<file path="config.mk">
export PLATFORM = sky130hd
export DESIGN_NAME = shared_parallel_io_port
export DESIGN_NICKNAME = d
export VERILOG_FILES = /design/src/core/pio_pad_mux.v /design/src/core/shared_parallel_io_port.v
export VERILOG_INCLUDE_DIRS = /design/src /design/src/common
export SDC_FILE = /design/constraint.sdc
export NUM_CORES = 1
export LEC_CHECK = 0
export ABC_AREA = 1
export BUFFER_PORTS_ARGS = -buffer_cell sky130_fd_sc_hd__buf_4
export CELL_PAD_IN_SITES_DETAIL_PLACEMENT = 0
export CELL_PAD_IN_SITES_GLOBAL_PLACEMENT = 1
export CORE_MARGIN = 5
export CORE_UTILIZATION = 35
export DETAILED_ROUTE_END_ITERATION = 16
export PLACE_DENSITY_LB_ADDON = 0.1
export RECOVER_POWER = 25
export SETUP_SLACK_MARGIN = 0.02
export SLEW_MARGIN = 20
export SYNTH_ARGS = -nofsm -noshare
export SYNTH_HDL_FRONTEND = slang
export SYNTH_SLANG_ARGS = --single-unit
</file>
<file path="constraint.sdc">
create_clock -name sys_clk -period 5.45 [get_ports sys_clk]
set_clock_uncertainty 0.05 [all_clocks]
set_input_delay 0.8175 -clock sys_clk [delete_from_list [all_inputs] [get_ports sys_clk]]
set_output_delay 0.8175 -clock sys_clk [all_outputs]
set_load 0.1 [all_outputs]
</file>
<file path="src/common/pio_port_regs.vh">
// constants for the shared parallel i/o port: offsets, layouts, reset values
// assumes a 16-bit internal data bus and one instruction clock
// How it works
// - active peripheral drive turns the port's own driver off; pin stays readable
// - enabled but idle peripheral lets the latch drive the pin
// - each pin has a direction bit, a latch bit and a pin-state bit
// - direction 1 means input, driver off; 0 means output
// - reset sets every implemented direction bit, so all pins are inputs
// - latch reads return the latch; latch writes change only the latch
// - pin-state reads return pin levels; pin-state writes go to the latch
// - unimplemented bits read zero in direction, latch and pin-state
// - non-shared pins are dedicated ports; a peripheral never owns their pad
// - shared pins: a driving peripheral (enable and drive both set) wins the data and enable multiplexers
// - analog config and direction jointly govern converter-capable pins
// - analog pin set to output still drives the latch level
// - analog-configured pins with direction 1 (input) read zero in the pin-state register
`ifndef PIO_PORT_REGS_VH
`define PIO_PORT_REGS_VH

`define PIO_WIDTH         16
`define PIO_ADDR_WIDTH    2
// register selects, word offsets within the port
`define PIO_SEL_DIR       2'h0
`define PIO_SEL_PINS      2'h1
`define PIO_SEL_LATCH     2'h2
`define PIO_SEL_NONE      2'h3
// reset values
`define PIO_LATCH_RESET   16'h0000
`define PIO_SAMPLE_RESET  16'h0000
// default variant: all bits implemented, all shared, none analog-capable
`define PIO_IMPL_DEFAULT  16'hFFFF
`define PIO_SHARED_DEFAULT 16'hFFFF
`define PIO_ANALOG_DEFAULT 16'h0000

`endif

</file>
<file path="src/core/pio_pad_mux.v">
// output ownership multiplexer for the pads of one port
// assumes peripheral enable and drive strobes are synchronous to sys_clk
`timescale 1ns/1ps
`default_nettype none

module pio_pad_mux #(
  parameter [15:0] SHARED_MASK = 16'hFFFF
) (
  // port side
  input  wire [15:0] latchVal,
  input  wire [15:0] dirVal,
  // peripheral side
  input  wire [15:0] periphEnable,
  input  wire [15:0] periphDrive,
  input  wire [15:0] periphData,
  input  wire [15:0] periphOe,
  // pad side
  output wire [15:0] padOutNext,
  output wire [15:0] padOeNext
);

  wire [15:0] periphOwns;

  assign periphOwns = periphEnable & periphDrive & SHARED_MASK;

  // direction 0 drives latch, even when analog
  assign padOutNext = (periphOwns & periphData) | (~periphOwns & latchVal);
  assign padOeNext  = (periphOwns & periphOe) | (~periphOwns & ~dirVal);

endmodule // pio_pad_mux

`default_nettype wire

</file>
<file path="src/core/shared_parallel_io_port.v">
// one 16-bit parallel i/o port with latch, direction and pin-read paths
// assumes a single-cycle register port on sys_clk; pad is outside this block
`timescale 1ns/1ps
`default_nettype none
`include "pio_port_regs.vh"

module shared_parallel_io_port #(
  parameter [15:0] IMPL_MASK   = `PIO_IMPL_DEFAULT,
  parameter [15:0] SHARED_MASK = `PIO_SHARED_DEFAULT,
  parameter [15:0] ANALOG_MASK = `PIO_ANALOG_DEFAULT
) (
  // clock and reset
  input  wire        sys_clk,
  input  wire        rst,
  // register port
  input  wire [1:0]  regSel,
  input  wire        regWrite,
  input  wire        regRead,
  input  wire [15:0] regWdata,
  output reg  [15:0] regRdata,
  // analog pin configuration, 1 = digital, 0 = analog input
  input  wire [15:0] analogPinConfig,
  // peripheral side
  input  wire [15:0] periphEnable,
  input  wire [15:0] periphDrive,
  input  wire [15:0] periphData,
  input  wire [15:0] periphOe,
  // pad side
  input  wire [15:0] padIn,
  output reg  [15:0] padOut,
  output reg  [15:0] padOe,
  // state views
  output reg  [15:0] dirView,
  output reg  [15:0] latchView
);

  ////////////////////////////////////////////////////////////////////////////
  reg  [15:0] dir_q;
  reg  [15:0] dir_d;
  reg  [15:0] latch_q;
  reg  [15:0] latch_d;
  reg  [15:0] sample_q;
  reg  [15:0] rdata_d;
  wire [15:0] padOutNext;
  wire [15:0] padOeNext;
  wire [15:0] analogIn;

  // bits that are analog channels on analog-capable pins
  // analog config plus direction govern these pins
  assign analogIn = ANALOG_MASK & ~analogPinConfig & dir_q;

  ////////////////////////////////////////////////////////////////////////////
  // register writes
  always @* begin
    dir_d   = dir_q;
    latch_d = latch_q;
    if (regWrite) begin
      case (regSel)
        `PIO_SEL_DIR: begin
          dir_d = regWdata & IMPL_MASK;
        end
        // latch write stores only the latch
        `PIO_SEL_LATCH: begin
          latch_d = regWdata & IMPL_MASK;
        end
        `PIO_SEL_PINS: begin
          latch_d = regWdata & IMPL_MASK;
        end
        default: begin
          dir_d = dir_q;
        end
      endcase
    end
  end

  ////////////////////////////////////////////////////////////////////////////
  // register reads; unimplemented bits masked to zero
  always @* begin
    rdata_d = 16'h0000;
    if (regRead) begin
      case (regSel)
        `PIO_SEL_DIR:   rdata_d = dir_q & IMPL_MASK;
        `PIO_SEL_LATCH: rdata_d = latch_q & IMPL_MASK;
        `PIO_SEL_PINS:  rdata_d = sample_q & IMPL_MASK & ~analogIn;
        default:        rdata_d = 16'h0000;
      endcase
    end
  end

  pio_pad_mux #(
    .SHARED_MASK (SHARED_MASK)
  ) u_mux (
    .latchVal     (latch_q),
    .dirVal       (dir_q),
    .periphEnable (periphEnable),
    .periphDrive  (periphDrive),
    .periphData   (periphData),
    .periphOe     (periphOe),
    .padOutNext   (padOutNext),
    .padOeNext    (padOeNext)
  );

  ////////////////////////////////////////////////////////////////////////////
  always @(posedge sys_clk or posedge rst) begin
    if (rst) begin
      // all implemented pins come up as inputs
      dir_q     <= IMPL_MASK;
      latch_q   <= `PIO_LATCH_RESET;
      sample_q  <= `PIO_SAMPLE_RESET;
      regRdata  <= 16'h0000;
      padOut    <= 16'h0000;
      padOe     <= 16'h0000;
      dirView   <= 16'h0000;
      latchView <= 16'h0000;
    end else begin
      dir_q     <= dir_d & IMPL_MASK;
      latch_q   <= latch_d;
      sample_q  <= padIn;
      regRdata  <= rdata_d;
      padOut    <= padOutNext & IMPL_MASK;
      padOe     <= padOeNext & IMPL_MASK;
      dirView   <= dir_q & IMPL_MASK;
      latchView <= latch_q & IMPL_MASK;
    end
  end

endmodule // shared_parallel_io_port

`default_nettype wire

</file>
After elaboration in Yosys (flattened, before gate mapping)
Index checks and enable logic that the tools add are counted.
W data, S select, Z words.
{"block": "word_totals", "reg_bits": 128, "latchBits": 0, "ram_bits": 0, "rom_bits": 0, "out_inout_bits": 80, "word_cells": 25, "mem_count": 0}
{"block": "op_classes", "n_addsub": 0, "n_mul": 0, "n_div": 0, "magnitude_cmp": 0, "n_eq_ne": 2, "shifts": 0, "muxes": 2, "n_bitwise": 9, "n_reduce_logical": 4}
{"operator": "$and A16 B16 Y16", "n": 5}
{"operator": "$pmux W16 S3", "n": 1}
{"operator": "$not A16 Y16", "n": 2}
{"operator": "$or A16 B16 Y16", "n": 2}
{"operator": "$mux W16", "n": 1}
{"operator": "$reduce_and A2 Y1", "n": 2}
{"operator": "$eq A2 B1 Y1 const B", "n": 1}
{"operator": "$eq A2 B2 Y1 const B", "n": 1}
{"operator": "$logic_not A2 Y1", "n": 1}
{"operator": "$reduce_or A2 Y1", "n": 1}

Logic depth before layout (Yosys ltp)
{"block": "logic_depth", "ltp_word": 4, "mapped_depth": 8}

Cells and area by module
Synthesis repeated with hierarchy kept, for this count alone.
{"block": "hier_totals", "hier_cells": 456, "hier_area_um2": 4903.5}
{"module": "shared_parallel_io_port", "n_inst": 1, "cells_per_inst": 328, "area_each_um2": 4383.0, "seq_area_each_um2": 3223.1}
{"module": "pio_pad_mux", "n_inst": 1, "cells_per_inst": 128, "area_each_um2": 520.5, "seq_area_each_um2": 0.0}

Least setup slack after synthesis
OpenSTA, ideal clock, no wires.
{"block": "synth_path", "path_type": "register -> output", "start": "register dirView[0]", "end": "output dirView[0]", "arrival_ns": 0.883, "t_required_ns": 4.583, "slack_ns": 3.699, "path_stages_with_launch": 1, "path_buffers": 0, "path_cell_list": "dfrtp_1"}
{"element": "start: declaration", "line_no": "shared_parallel_io_port.v:33", "rtl": "output reg [15:0] dirView,"}
{"element": "start signal: assignment", "line_no": "shared_parallel_io_port.v:122", "rtl": "dirView <= dir_q & IMPL_MASK;"}
No word-level cell between the ends.

Final worst setup path
{"block": "layout_path", "start": "input regSel[0]", "end": "register dir_q[6]"}
{"block": "layout_via", "elab_chain_cells": 2}
{"element": "start: declaration", "line_no": "shared_parallel_io_port.v:16", "rtl": "input wire [1:0] regSel,"}
{"element": "$logic_not A2 Y1", "line_no": "shared_parallel_io_port.v:58", "rtl": "case (regSel)"}
{"element": "$reduce_and A2 Y1 (no line)"}
{"element": "end signal: assignment", "line_no": "shared_parallel_io_port.v:116", "rtl": "dir_q <= dir_d & IMPL_MASK;"}
{"element": "end: declaration", "line_no": "shared_parallel_io_port.v:38", "rtl": "reg [15:0] dir_q;"}
No other way between the ends.
A chain may end at the register's enable or synchronous reset.

==> results.toml <==
[status]
status = "finished clean"

[synth]
ys_types = 14
synthCells = 424
yosys_warnings = 0
ys_seq_area_share_pct = 68.6
synth_nets = 546
avgSynthCellArea_um2 = 11.1
synthesis.area_um2 = 4700
ys_ff_latch = 128

[drt]
num_vias = 3470
viasPerCell = 4.34
drtIter0Drc = 112
drc = 0
ant_nets = 0
wl_per_cell_um = 13.7
first_pass_iters = 4
wl_mm = 11.0

[pwr]
p_sw_share_pct = 37.4
p_switching_uw = 1210
internal_power_uw = 2030
power_frac_comb_pct = 30.3
ir_worst_vdd_uv = 199
cellPowerDensity_nw_per_um2 = 481
design_power_total_uw = 3240
p_seq_share_pct = 35.7
power_leakage_uw = 0.00353
pwr-share-clk_pct = 34.0

[worst_setup_path]
critical_path_class = "input pin to register"
cp_num_buf_inv = 2
worstPathRequired_ps = 5720
worstSetupEndpointType = "register"
worstPathArrival_ps = 2510
path_cells = "buf_4 > inv_1 > ha_1 > nand2_4 > nand2_1 > o21ai_2"
max_stage_delay_ps = 710
crit_fanout = 32
crit_family = "adder cells"
crit_path_top_delay_cell = "ha_1"
cp-start-kind = "input pin"

[clocking]
cts_tree = "built"
cts.repair.resized = 0
path_clk_slew_ps = 50
clk_latency_ps = 400
cts.htree.levels = 4
cts_root_buf = "clkbuf_16"
post_cts_buffers = 0
hold_buffers = 0
cts.sinks = 128
numCtsBuffers = 17
clockBufferDepth = 2

[sta]
grt_setup_unrepaired = "no"
hold_slack_ps = 385
finalCriticalPeriod_ps = 2230
tns_ps = 0
setup_viol = 0
slew_headroom_pct = 43.6
slew_viol_final = 0
fmax_mhz = 448
max_slew.worst_pin.slew_ps = 846
finalHoldViolCount = 0
fin_crit_sh_pct = 41.0

[floorplan]
die_h_um = 126
die_area_um2 = 15800
row_count = 42
die_w_um = 126
io_pins = 198
coreArea_um2 = 13200
initial_core_util_pct = 35.6

[grt]
grt_pass1_wl_mm = 17.7
grt_max_degree = 84
grt_pass1_vias = 3525
antenna_found_initial = 0
track_usage_pct = 14.3
grt.overflow.total = 0

[cells_and_area]
areaGrowthSynthToFinish_pct = 43.3
drive_gt1_share_pct = 38.8
fin_nets = 734
antennaDiodeCount = 0

[hold_path]
hold_class = "register to register"

[placement]
place.gp.congestion = 0.718
portBuffers = 181
dp_hpwl_mm = 7.80

[run]
cap_viol_max_count = 0
-- layer usage --
metal	up-vias	GRT usage, %	routed length [µm]
li1	1712	-	-
met1	1641	17.4	4510
met2	102	22.9	5440
met3	15	5.33	820
met4	0	6.62	193
met5	-	0	0
-- area by class of cell --
class	instances	area [µm²]
fillers	1255	6460
flip-flops and latches	128	3220
repair buffers	182	1350
multi-input cells	247	1200
clock buffers	28	557
well taps	176	220
inverters	36	140
clock inverters	3	42.5
-- final timing paths --
check                            start       endpoint  slack, ps  depth (start not counted)
max in group asynchronous          rst   regRdata[14]       3780                          3
min                        latch_q[11]  latchView[11]        380                          0
max reg2reg                   dir_q[2]    regRdata[2]       4440                          4
max                          regSel[0]       dir_q[6]       3220                          6
min in group asynchronous          rst     padOut[10]        490                          2
min reg2reg                latch_q[11]  latchView[11]        380                          0
-- metrics by stage --
stage               instance area, µm²  worst slack, ps  utilization [%]  instances
floorplan                         4700             1200                -        424
global placement                  6150             2800             46.6        769
detailed placement                6150             2740             46.6        769
CTS                               6750             3160             51.1        800
global route                      6730             3030             51.0        800
finish                            6730             3220             51.0        800
-- cells in the final DEF, fill, tap and decap left out --
master      count
a21oi_1        16
buf_4         149
bufinv_16       1
clkbuf_1        7
clkbuf_16      17
clkbuf_4       28
clkbuf_8        9
clkinv_2        1
clkinvlp_4      1
dfrtp_1       112
dfstp_1        16
ha_1            4
inv_1          35
inv_6           1
nand2_1       144
nand2_2         1
nand2_4         1
nand3_1        32
nor2_1         16
nor2_4          1
o21ai_2        32
-- cells in the mapped netlist, drive strengths merged --
library cell	count	share of area, %
buf	13	3.0
inv	36	2.9
nand3	32	3.4
nor2	17	1.5
dfstp	16	9.0
o21ai	32	6.0
nand2	146	12
a21oi	16	1.7
ha	4	1.1
dfrtp	112	60
-- power groups by stage --
| stage | sequential, µW | combinational (µW) | clock [µW] |
|---|---|---|---|
| after floorplan | 1780 | 143 | 0 |
| after global placement | 1180 | 988 | 0 |
| after detailed placement | 1180 | 993 | 0 |
| after CTS | 1170 | 994 | 1140 |
| after global routing | 1170 | 1020 | 1180 |
| final | 1160 | 980 | 1100 |
-- kinds of logic (layout without fill, tap and decap cells) --
group / Yosys count / count (layout) / synth area share (%)
simple gates: 195 / 195 / 16.8
flops: 128 / 128 / 68.6
buf+inv: 49 / 249 / 5.83
fa+ha+maj: 4 / 4 / 1.07
compound gates: 48 / 48 / 7.67
-- flip-flops by register name, summed over array words and instances, names as in the netlist --
signal     flops
latchView     16
dirView       16
padOe         16
regRdata      16
latch_q       16
dir_q         16
padOut        16
sample_q      16
(Power assumes the default switching activity.)
